===== config.mk =====
export PLATFORM = sky130hd
export DESIGN_NAME = port_a_ctrl_status
export DESIGN_NICKNAME = d
export VERILOG_FILES = /design/src/hw/port_a_regs_pkg.sv /design/src/hw/pin_sync3.sv /design/src/hw/lane_parity.sv /design/src/hw/port_a_ctrl_status.sv
export SDC_FILE = /design/constraint.sdc
export NUM_CORES = 1
export LEC_CHECK = 0
export BUFFER_PORTS_ARGS = -buffer_cell sky130_fd_sc_hd__buf_4
export CAP_MARGIN = 20
export CORE_AREA = 5 5 100 102
export DETAILED_ROUTE_END_ITERATION = 8
export DIE_AREA = 0 0 105 107
export MAX_ROUTING_LAYER = met4
export PLACE_DENSITY = 0.87
export RECOVER_POWER = 100
export SYNTH_ARGS = -nofsm -noshare
export SYNTH_HDL_FRONTEND = slang
export SYNTH_HIERARCHICAL = 1
export SYNTH_SLANG_ARGS = --single-unit

===== constraint.sdc =====
create_clock -name ref_clk -period 3 [get_ports ref_clk]
set_input_delay 0.6 -clock ref_clk [delete_from_list [all_inputs] [get_ports ref_clk]]
set_output_delay 0.6 -clock ref_clk [all_outputs]
set_load 0.02 [all_outputs]

===== src/hw/port_a_regs_pkg.sv =====
/*
  Constants for the port A control/status register bank: register indexes,
  field positions, reset values and the operating-mode reset code.
  Assumes a byte-wide register space reached through a 32-bit Wishbone slave.
*/
package port_a_regs_pkg;

  // Printed offsets are indexes; byte address is four times the index
  localparam logic [5:0] IDX_CTRL2 = 6'h05;
  localparam logic [5:0] IDX_STATUS = 6'h06;
  localparam logic [5:0] IDX_CNT_LOW = 6'h07;
  localparam logic [5:0] IDX_CNT_MID = 6'h08;
  localparam logic [5:0] IDX_CNT_HIGH = 6'h09;

  // Second control register fields
  localparam int BIT_WIDTH16 = 7;
  localparam int BIT_UPPER_SINGLE = 6;
  localparam int BIT_RESERVED = 5;
  localparam int BIT_DISABLE = 4;
  localparam int BIT_CLR_IFACE = 3;
  localparam int BIT_CLR_COUNT = 2;
  localparam int BIT_PAR_EN = 1;
  localparam int BIT_PAR_ODD = 0;

  // Status register fields
  localparam int BIT_LOW_ONLY = 6;
  localparam int POS_EOR_COUNT = 4;
  localparam int POS_IFACE_COUNT = 0;

  // Values after reset
  localparam logic [23:0] COUNT_RESET = 24'h000000;
  localparam logic [2:0] MODE_RESET_CODE = 3'h0;
  localparam logic [31:0] READ_ZERO = 32'h00000000;

endpackage : port_a_regs_pkg


===== src/hw/pin_sync3.sv =====
/*
  Three-flop synchroniser for a pin level; change accepted when the last two
  stages agree. Assumes one clock and a synchronous active-low reset.
*/
`timescale 1ns/1ps
`default_nettype none
module pin_sync3
(
  input wire logic ref_clk, // Chip clock
  input wire logic rst_n, // Synchronous reset, active low
  input wire logic pin, // Asynchronous pin level
  output logic level // Filtered level
);
  logic [2:0] stage;
  logic [2:0] next_stage;
  logic next_level;

  // Only stage[2:1] are compared; stage[0] feeds stage[1] alone
  always_comb
  begin
    next_stage = {stage[1:0], pin};
    next_level = (stage[2] == stage[1]) ? stage[2] : level;
  end

  always_ff @(posedge ref_clk)
  begin
    if (!rst_n)
    begin
      stage <= 3'h0;
      level <= 1'b0;
    end
    else
    begin
      stage <= next_stage;
      level <= next_level;
    end
  end
endmodule // pin_sync3
`default_nettype wire


===== src/hw/lane_parity.sv =====
/*
  Parity generator for one byte lane. Assumes the caller gates the result
  by lane use and enable.
*/
`timescale 1ns/1ps
`default_nettype none
module lane_parity
#(
  parameter int WIDTH = 8
)
(
  input wire logic [WIDTH-1:0] data, // Lane data
  input wire logic odd, // One selects odd parity
  output logic par // Parity bit
);
  // Odd parity makes the total count of ones odd
  assign par = (^data) ^ odd;
endmodule // lane_parity
`default_nettype wire


===== src/hw/port_a_ctrl_status.sv =====
/*
  Port A second control register, status register and 24-bit byte counter,
  with the pin-side gating these bits steer (width, parity, disable, ack).
  Assumes the port DMA engine supplies byte/EOR counts of the port interface,
  a last-byte indication and the operating-mode field; classic Wishbone host.
*/
// The implementer's own choice: the Wishbone register port.
`timescale 1ns/1ps
`default_nettype none
// What this block does
// - Width bit one uses all sixteen data pins; zero uses lower eight.
// - Width and parity bits are undefined after reset; software initialises.
// - Upper-lane single byte moves one byte on high lane, sixteen-bit only.
// - Next DMA cycle is next acknowledge pulse; bit clears after it.
// - Reset pin clears the upper-lane single-byte bit.
// - Reserved bit five reads zero; software writes zero.
// - Disable tristates port outputs and ignores port inputs.
// - Writing one to clear-interface pulses once; bit reads zero.
// - Writing one to clear-counter zeroes byte counter; bit reads zero.
// - Parity uses both pins in sixteen-bit mode, pin zero in eight.
// - Parity-sense one selects odd parity, zero selects even.
// - Last lone output byte goes on low lane and sets low-only flag.
// - Low-only flag clears on input cycles, eight-bit cycles and reset.
// - End-record count reports flagged bytes; clears on clear, mode reset.
// - Interface byte count reports held bytes; clears on clear, mode reset.
// - 24-bit counter in three byte registers counts every port byte.
// - Counter wraps to zero; cleared by clear pulse or reset.
// - Acknowledge polarity bit one means active high, zero active low.
module port_a_ctrl_status
  import port_a_regs_pkg::*;
(
  input wire logic ref_clk, // 40 MHz chip clock
  input wire logic rst_n, // Synchronous reset, active low
  input wire logic wb_cyc_i, // Wishbone cycle
  input wire logic wb_stb_i, // Wishbone strobe
  input wire logic wb_we_i, // Wishbone write
  input wire logic [7:0] wb_adr_i, // Byte address
  input wire logic [3:0] wb_sel_i, // Byte selects
  input wire logic [31:0] wb_dat_i, // Write data
  output logic [31:0] wb_dat_o, // Read data
  output logic wb_ack_o, // Acknowledge
  output logic wb_err_o, // Unmapped address
  input wire logic [2:0] operating_mode_field, // Main mode field
  input wire logic ack_polarity, // One: acknowledge active high
  input wire logic port_dma_acknowledge, // Acknowledge pin level
  input wire logic dir_out, // One: DMA cycle out of port
  input wire logic last_byte_lone, // Final byte of final record starts a word
  input wire logic [3:0] iface_bytes, // Bytes held in port interface
  input wire logic [1:0] iface_eor, // Flagged bytes in port interface
  input wire logic [15:0] out_data, // Data from interface to pins
  input wire logic [15:0] port_data_pins_i, // Data pins in
  output logic [15:0] port_data_pins_o, // Data pins out
  output logic [15:0] port_data_pins_oe, // Data pin enables
  input wire logic [1:0] port_parity_pins_i, // Parity pins in
  output logic [1:0] port_parity_pins_o, // Parity pins out
  output logic [1:0] port_parity_pins_oe, // Parity pin enables
  output logic ctrl_out_enable, // Gate for port output control pins
  output logic [15:0] in_data, // Captured input data
  output logic [1:0] in_parity_err, // Parity error per lane
  output logic dma_cycle, // Accepted acknowledge pulse
  output logic [1:0] lane_valid, // Lanes carrying a byte this cycle
  output logic clear_iface // Pulse emptying port interface
);

  // Control state
  logic width16, upper_single, port_off, par_en, par_odd;
  logic next_width16, next_upper_single, next_port_off, next_par_en, next_par_odd;
  logic next_clear_iface, clear_count, next_clear_count;
  logic low_only, next_low_only;
  logic [23:0] count, next_count;
  logic [3:0] iface_count;
  logic [1:0] eor_count;
  logic ack_sync, ack_prev, next_ack_prev, ack_active;
  logic [15:0] next_in_data;
  logic [1:0] next_in_parity_err;
  logic [1:0] par_gen, par_chk;
  logic wb_req, wb_hit, wr_en, next_ack, next_err;
  logic [5:0] idx;
  logic [7:0] rd_byte;
  logic [31:0] next_dat;
  logic mode_reset;

  assign idx = wb_adr_i[7:2];
  assign wb_req = wb_cyc_i & wb_stb_i & ~wb_ack_o & ~wb_err_o;
  assign wb_hit = (idx >= IDX_CTRL2) && (idx <= IDX_CNT_HIGH);
  // Write lands at the edge where the master samples ack high
  assign wr_en = wb_cyc_i & wb_stb_i & wb_ack_o & wb_hit & wb_we_i & wb_sel_i[0];
  assign mode_reset = (operating_mode_field == MODE_RESET_CODE);

  // Acknowledge pin is asynchronous; polarity applied after sync
  pin_sync3 ack_sync_i
  (
    .ref_clk(ref_clk),
    .rst_n(rst_n),
    .pin(port_dma_acknowledge),
    .level(ack_sync)
  );
  assign ack_active = (ack_sync == ack_polarity) & ~port_off;
  // A DMA cycle is counted at the end of each active pulse
  assign dma_cycle = ack_prev & ~ack_active;

  // Lanes in use this cycle
  always_comb
  begin
    if (!width16)
      lane_valid = 2'b01;
    else if (upper_single)
      lane_valid = 2'b10;
    else if (dir_out && last_byte_lone)
      lane_valid = 2'b01;
    else
      lane_valid = 2'b11;
  end

  // Parity per lane
  for (genvar g = 0; g < 2; g++)
  begin : g_par
    lane_parity #(.WIDTH(8)) par_i
    (
      .data(port_data_pins_o[g*8 +: 8]),
      .odd(par_odd),
      .par(par_gen[g])
    );
    lane_parity #(.WIDTH(8)) chk_i
    (
      .data(port_data_pins_i[g*8 +: 8]),
      .odd(par_odd),
      .par(par_chk[g])
    );
  end

  // Pin drive; disable tristates everything, high lane unused in 8-bit
  always_comb
  begin
    port_data_pins_o = out_data;
    if (width16 && upper_single)
      port_data_pins_o = {out_data[7:0], 8'h00};
    port_data_pins_oe = 16'h0000;
    port_parity_pins_oe = 2'b00;
    if (!port_off && dir_out && ack_active)
    begin
      port_data_pins_oe = {{8{lane_valid[1]}}, {8{lane_valid[0]}}};
      if (par_en)
        port_parity_pins_oe = width16 ? 2'b11 : 2'b01;
    end
    port_parity_pins_o = par_gen;
  end
  assign ctrl_out_enable = ~port_off;

  // Input capture ignored while disabled
  always_comb
  begin
    next_in_data = in_data;
    next_in_parity_err = in_parity_err;
    if (ack_active && !dir_out && !port_off)
    begin
      next_in_data = width16 ? port_data_pins_i : {8'h00, port_data_pins_i[7:0]};
      next_in_parity_err = 2'b00;
      if (par_en)
        next_in_parity_err = (par_chk ^ port_parity_pins_i) & (width16 ? 2'b11 : 2'b01);
    end
  end

  // Interface counts mirrored and cleared on pulse or mode reset
  always_ff @(posedge ref_clk)
  begin
    if (!rst_n || clear_iface || mode_reset)
    begin
      iface_count <= 4'h0;
      eor_count <= 2'h0;
    end
    else
    begin
      iface_count <= iface_bytes;
      eor_count <= iface_eor;
    end
  end

  // Control register, pulses, low-only flag, counter
  always_comb
  begin
    next_width16 = width16;
    next_upper_single = upper_single;
    next_port_off = port_off;
    next_par_en = par_en;
    next_par_odd = par_odd;
    next_clear_iface = 1'b0;
    next_clear_count = 1'b0;
    next_low_only = low_only;
    next_count = count;
    next_ack_prev = ack_active;
    if (dma_cycle)
    begin
      next_upper_single = 1'b0;
      if (!width16 || !dir_out)
        next_low_only = 1'b0;
      else
        next_low_only = (lane_valid == 2'b01);
      next_count = count + ((lane_valid == 2'b11) ? 24'h000002 : 24'h000001);
    end
    if (!width16)
      next_low_only = 1'b0;
    if (wr_en && idx == IDX_CTRL2)
    begin
      next_width16 = wb_dat_i[BIT_WIDTH16];
      next_upper_single = wb_dat_i[BIT_UPPER_SINGLE] & wb_dat_i[BIT_WIDTH16];
      next_port_off = wb_dat_i[BIT_DISABLE];
      next_clear_iface = wb_dat_i[BIT_CLR_IFACE];
      next_clear_count = wb_dat_i[BIT_CLR_COUNT];
      next_par_en = wb_dat_i[BIT_PAR_EN];
      next_par_odd = wb_dat_i[BIT_PAR_ODD];
    end
    if (wr_en && idx == IDX_CNT_LOW)
      next_count[7:0] = wb_dat_i[7:0];
    if (wr_en && idx == IDX_CNT_MID)
      next_count[15:8] = wb_dat_i[7:0];
    if (wr_en && idx == IDX_CNT_HIGH)
      next_count[23:16] = wb_dat_i[7:0];
    if (clear_count)
      next_count = COUNT_RESET;
  end

  // Width and parity bits keep no reset: undefined by design
  always_ff @(posedge ref_clk)
  begin
    width16 <= next_width16;
    par_en <= next_par_en;
    par_odd <= next_par_odd;
  end

  always_ff @(posedge ref_clk)
  begin
    if (!rst_n)
    begin
      upper_single <= 1'b0;
      port_off <= 1'b0;
      clear_iface <= 1'b0;
      clear_count <= 1'b0;
      low_only <= 1'b0;
      count <= COUNT_RESET;
      ack_prev <= 1'b0;
      in_data <= 16'h0000;
      in_parity_err <= 2'b00;
    end
    else
    begin
      upper_single <= next_upper_single;
      port_off <= next_port_off;
      clear_iface <= next_clear_iface;
      clear_count <= next_clear_count;
      low_only <= next_low_only;
      count <= next_count;
      ack_prev <= next_ack_prev;
      in_data <= next_in_data;
      in_parity_err <= next_in_parity_err;
    end
  end

  // Read mux; pulse bits and reserved bits read zero
  always_comb
  begin
    rd_byte = 8'h00;
    unique case (idx)
      IDX_CTRL2: rd_byte = {width16, upper_single, 1'b0, port_off, 2'b00, par_en, par_odd};
      IDX_STATUS: rd_byte = {1'b0, low_only, eor_count, iface_count};
      IDX_CNT_LOW: rd_byte = count[7:0];
      IDX_CNT_MID: rd_byte = count[15:8];
      IDX_CNT_HIGH: rd_byte = count[23:16];
      default: rd_byte = 8'h00;
    endcase
    next_ack = wb_req & wb_hit;
    next_err = wb_req & ~wb_hit;
    next_dat = wb_req ? {24'h000000, rd_byte} : READ_ZERO;
  end

  // Registered answer: one wait state, ack drops the cycle after
  always_ff @(posedge ref_clk)
  begin
    if (!rst_n)
    begin
      wb_ack_o <= 1'b0;
      wb_err_o <= 1'b0;
      wb_dat_o <= READ_ZERO;
    end
    else
    begin
      wb_ack_o <= next_ack;
      wb_err_o <= next_err;
      wb_dat_o <= next_dat;
    end
  end

  clear_pulse_a: assert property (@(posedge ref_clk) disable iff (!rst_n)
    clear_iface |=> !clear_iface) else $error("clear pulse longer than one cycle");
  single_clear_a: assert property (@(posedge ref_clk) disable iff (!rst_n)
    dma_cycle |=> !upper_single || $past(wr_en)) else $error("single-byte bit not cleared");
  count_clear_a: assert property (@(posedge ref_clk) disable iff (!rst_n)
    clear_count |=> count == 24'h000000) else $error("counter not zeroed");
  count_step_a: assert property (@(posedge ref_clk) disable iff (!rst_n)
    dma_cycle && !clear_count && !wr_en && lane_valid == 2'b11 |=> count == $past(count) + 24'h000002)
    else $error("counter did not add two");
  disable_float_a: assert property (@(posedge ref_clk) disable iff (!rst_n)
    port_off |-> port_data_pins_oe == 16'h0000 && port_parity_pins_oe == 2'b00)
    else $error("pins driven while disabled");
  narrow_lane_a: assert property (@(posedge ref_clk) disable iff (!rst_n)
    !width16 |-> port_data_pins_oe[15:8] == 8'h00 && port_parity_pins_oe[1] == 1'b0)
    else $error("high lane driven in 8-bit mode");
  low_only_a: assert property (@(posedge ref_clk) disable iff (!rst_n)
    !width16 |=> !low_only) else $error("low-only flag set in 8-bit mode");
  status_clear_a: assert property (@(posedge ref_clk) disable iff (!rst_n)
    clear_iface |=> iface_count == 4'h0 && eor_count == 2'h0) else $error("counts not cleared");
  parity_pins_a: assert property (@(posedge ref_clk) disable iff (!rst_n)
    par_en && width16 && dir_out && ack_active |-> port_parity_pins_oe == 2'b11)
    else $error("parity pins not driven in 16-bit mode");
  bus_ack_a: assert property (@(posedge ref_clk) disable iff (!rst_n)
    wb_ack_o |=> !wb_ack_o) else $error("ack held two cycles");
endmodule // port_a_ctrl_status
`default_nettype wire


==> flow_metrics.env <==
export IMPL_outcome="complete, no violations"
export IMPL_numCtsBuffers=9
export IMPL_hold_buffers=0
export IMPL_insertion_delay_ns=0.34
export IMPL_grt_usage_pct=20.5
export IMPL_async_flop_share_pct=0
export IMPL_final_min_clock_period_ns=2.91
export IMPL_placed_cell_area_sq_mm=0.00500
export IMPL_worst_slew_pin_slew_ns=1.21
export IMPL_ios=189
export IMPL_die_area_sq_mm=0.0112
export IMPL_start_util_pct=45.4
export IMPL_synth_top_cell_area_share_pct=33.3
export IMPL_area_growth_pct=22.0
export IMPL_clkSlewWorstSetupHoldPaths_ns=0.07
export IMPL_worst_path_max_fanout=11
export IMPL_synth_seq_cells=71
export IMPL_hold_viol_final=0
export IMPL_critPathKind="flop to output pin"
export IMPL_fin_ws_ns=0.0944
export IMPL_fin_worst_skew_ns=0.00433
export IMPL_arrival_ns=2.31
export IMPL_routed_via_density=5.32
export IMPL_hp_class="flop to flop"
export IMPL_synth_area_sq_mm=0.00409
export IMPL_fin_cells=701
export IMPL_maxSlewHeadroom_pct=19.1
export IMPL_core_region_area_sq_mm=0.00902
export IMPL_ff_latch_area_sq_mm=0.00145
export IMPL_fp_row_count=35
export IMPL_dieWidth_um=105
export IMPL_dpl_hpwl_mm=8.97
export IMPL_ant_nets=0
export IMPL_cts_sinks=71
export IMPL_final_util_pct=55.3
export IMPL_drt_initial_drc_count=350
export IMPL_synth_cell_types=57
export IMPL_grt_pass1_wl_mm=18.3
export IMPL_nFillCells=836
export IMPL_grt_pass1_vias=3625
export IMPL_drt_pass1_iterations=5
export IMPL_multi_input_area_sq_mm=0.00228
export IMPL_port_buffers=135
export IMPL_yosysWarningCount=6
export IMPL_synthCells=464
export IMPL_tns_ns=0
export IMPL_wire_per_inst_um=16.7
export IMPL_die_height_um=107
export IMPL_grt_overflow=0
export IMPL_ys_seq_area_share_pct=35.5
export IMPL_cp_required_ns=2.40
export IMPL_rsz0062_at_grt="no"
export IMPL_layout_drive_gt1_share_pct=20.2
export IMPL_slew_viol_final=0
export IMPL_cts_root_buf="clkbuf_8"
export IMPL_antennaDiodeCount=0
export IMPL_synth_ff_type="dfxtp_1"
export IMPL_grt_start_max_net_pins=33
export IMPL_setup_viol=0
export IMPL_p_per_area_mw_per_mm2=434
export IMPL_drt_drc_violations_left=0
export IMPL_p_leak_nw=1.97
export IMPL_nets=684
export IMPL_gp_congestion=0.918
export IMPL_ys_top_cells_by_area="dfxtp_1, xnor2_1, buf_4"
export IMPL_maxCapViolations=0
export IMPL_antenna_found_initial=0
export IMPL_cts_max_level=3
export IMPL_worstSetupEndpointType="output pin"
export IMPL_yosysTopAreaCell="dfxtp_1"
export IMPL_start_kind="flop"
export IMPL_dp_cells=681
export IMPL_hold_worst_slack_ns=0.436
export IMPL_report_power_total_mw=2.17
export IMPL_syn_area_per_cell_sq_um=8.82
export IMPL_vias=3728
export IMPL_period_share_pct=96.9
export IMPL_wirelength_mm=11.7
export IMPL_synth_edf_count=3
export IMPL_finalInstanceArea_sq_mm=0.00499
export IMPL_cts_tree="built"
export IMPL_max_freq_mhz=344
export IMPL_cts_path_max_buffers=2
export IMPL_ir_drop_mv=0.235
export IMPL_dp_slack_ns=0.148
cell type report:
class | instances | area share, %
multi-input combinational | 347 | 45.6
sequential | 71 | 29.1
timing repair buffer | 144 | 17.4
clock buffer | 13 | 3.38
tap | 111 | 2.78
inverter | 12 | 0.902
clock inverter | 3 | 0.802
per-layer routing:
| metal | global-route usage [%] | part of all wire, % |
|---|---|---|
| met1 | 23.5 | 40 |
| met2 | 35.7 | 50 |
| met3 | 4.03 | 7.5 |
| met4 | 7.40 | 1.8 |
| met5 | - | 0 |
cell usage after synthesis (2+ instances only):
| cell type | number |
|---|---|
| nand2b_1 | 2 |
| nand4_1 | 6 |
| mux2_2 | 8 |
| a21boi_0 | 19 |
| edfxtp_1 | 3 |
| o21ai_0 | 12 |
| nand3_1 | 17 |
| clkbuf_1 | 11 |
| nor3_1 | 10 |
| a222oi_1 | 3 |
| nand2_1 | 50 |
| a221oi_1 | 5 |
| inv_1 | 12 |
| and4_1 | 5 |
| dfxtp_1 | 68 |
| xor2_1 | 7 |
| nor2b_1 | 4 |
| or2_2 | 2 |
| buf_4 | 39 |
| ha_1 | 2 |
| a211oi_1 | 9 |
| and3_1 | 10 |
| xnor3_1 | 4 |
| nor3b_1 | 2 |
| o22ai_1 | 3 |
| xnor2_1 | 34 |
| nand3b_1 | 2 |
| nor4_1 | 2 |
| nor2_1 | 29 |
| a21oi_1 | 20 |
| mux2i_1 | 11 |
| a31oi_1 | 3 |
| xnor2_2 | 4 |
| buf_2 | 7 |
| and2_1 | 17 |
repair_timing:
item | in CTS | in global routing
gates resized for setup | 2 | 1
buffers inserted | 0 | 4
pin swaps | 0 | 1
setup endpoints to repair | 2 | 1
worst max-delay path, stage by stage, from the launching register on:
cell	delay (ns)
edfxtp_1	0.43
nand2_4	0.16
mux2_1	0.39
xnor2_1	0.19
xnor3_1	0.45
xnor2_1	0.18
buf_4	0.16
state kept, by name, indices dropped and copies added, names as in the netlist, 2 cells and up:
| signal | count |
|---|---|
| in_parity_err | 2 |
| wb_dat_o | 8 |
| in_data | 16 |
| count | 24 |
| eor_count | 2 |
| ack_sync_i/stage | 3 |
| iface_count | 4 |
power breakdown:
part / leakage [nW] / internal [mW] / switching, mW
clock: 0.109 / 0.450 / 0.343
combinational: 1.28 / 0.178 / 0.219
sequential: 0.579 / 0.966 / 0.00951
total: 1.97 / 1.59 / 0.572
layout by cell type (no fill, tap or decap), drive strengths merged, types with 6 or more instances in the layout:
cell	instances
nand2	50
buf	85
nor3	12
a211oi	9
xnor2	38
o21ai	13
dfxtp	68
conb	24
clkbuf	72
mux2i	11
and2	18
and3	10
a21oi	20
inv	12
xor2	8
mux2	8
nand3	18
a21boi	20
nor2	29
nand4	6
cells by family (layout without fill, tap and decap cells):
| family | count (synthesis) | in the layout | share of synthesized area [%] |
|---|---|---|---|
| compound gates | 82 | 82 | 13.7 |
| other cells | 1 | 24 | 0.0917 |
| fa+ha+maj | 3 | 3 | 1.10 |
| flops | 71 | 71 | 35.5 |
| mux | 19 | 19 | 4.89 |
| xor+xnor | 50 | 50 | 13.0 |
| buf+inv | 69 | 172 | 10.1 |
| simple gates | 169 | 169 | 21.7 |
final timing paths:
kind / from / to / slack (ns) / depth (start not counted)
setup / recovery: width16 / port_parity_pins_o[1] / 0.09 / 6
hold / removal: ack_sync_i/stage[0] / ack_sync_i/stage[1] / 0.44 / 1
setup reg to reg: width16 / count[23] / 0.19 / 10
hold reg to reg: ack_sync_i/stage[0] / ack_sync_i/stage[1] / 0.44 / 1
No activity file was read; power rests on OpenSTA's default activity.
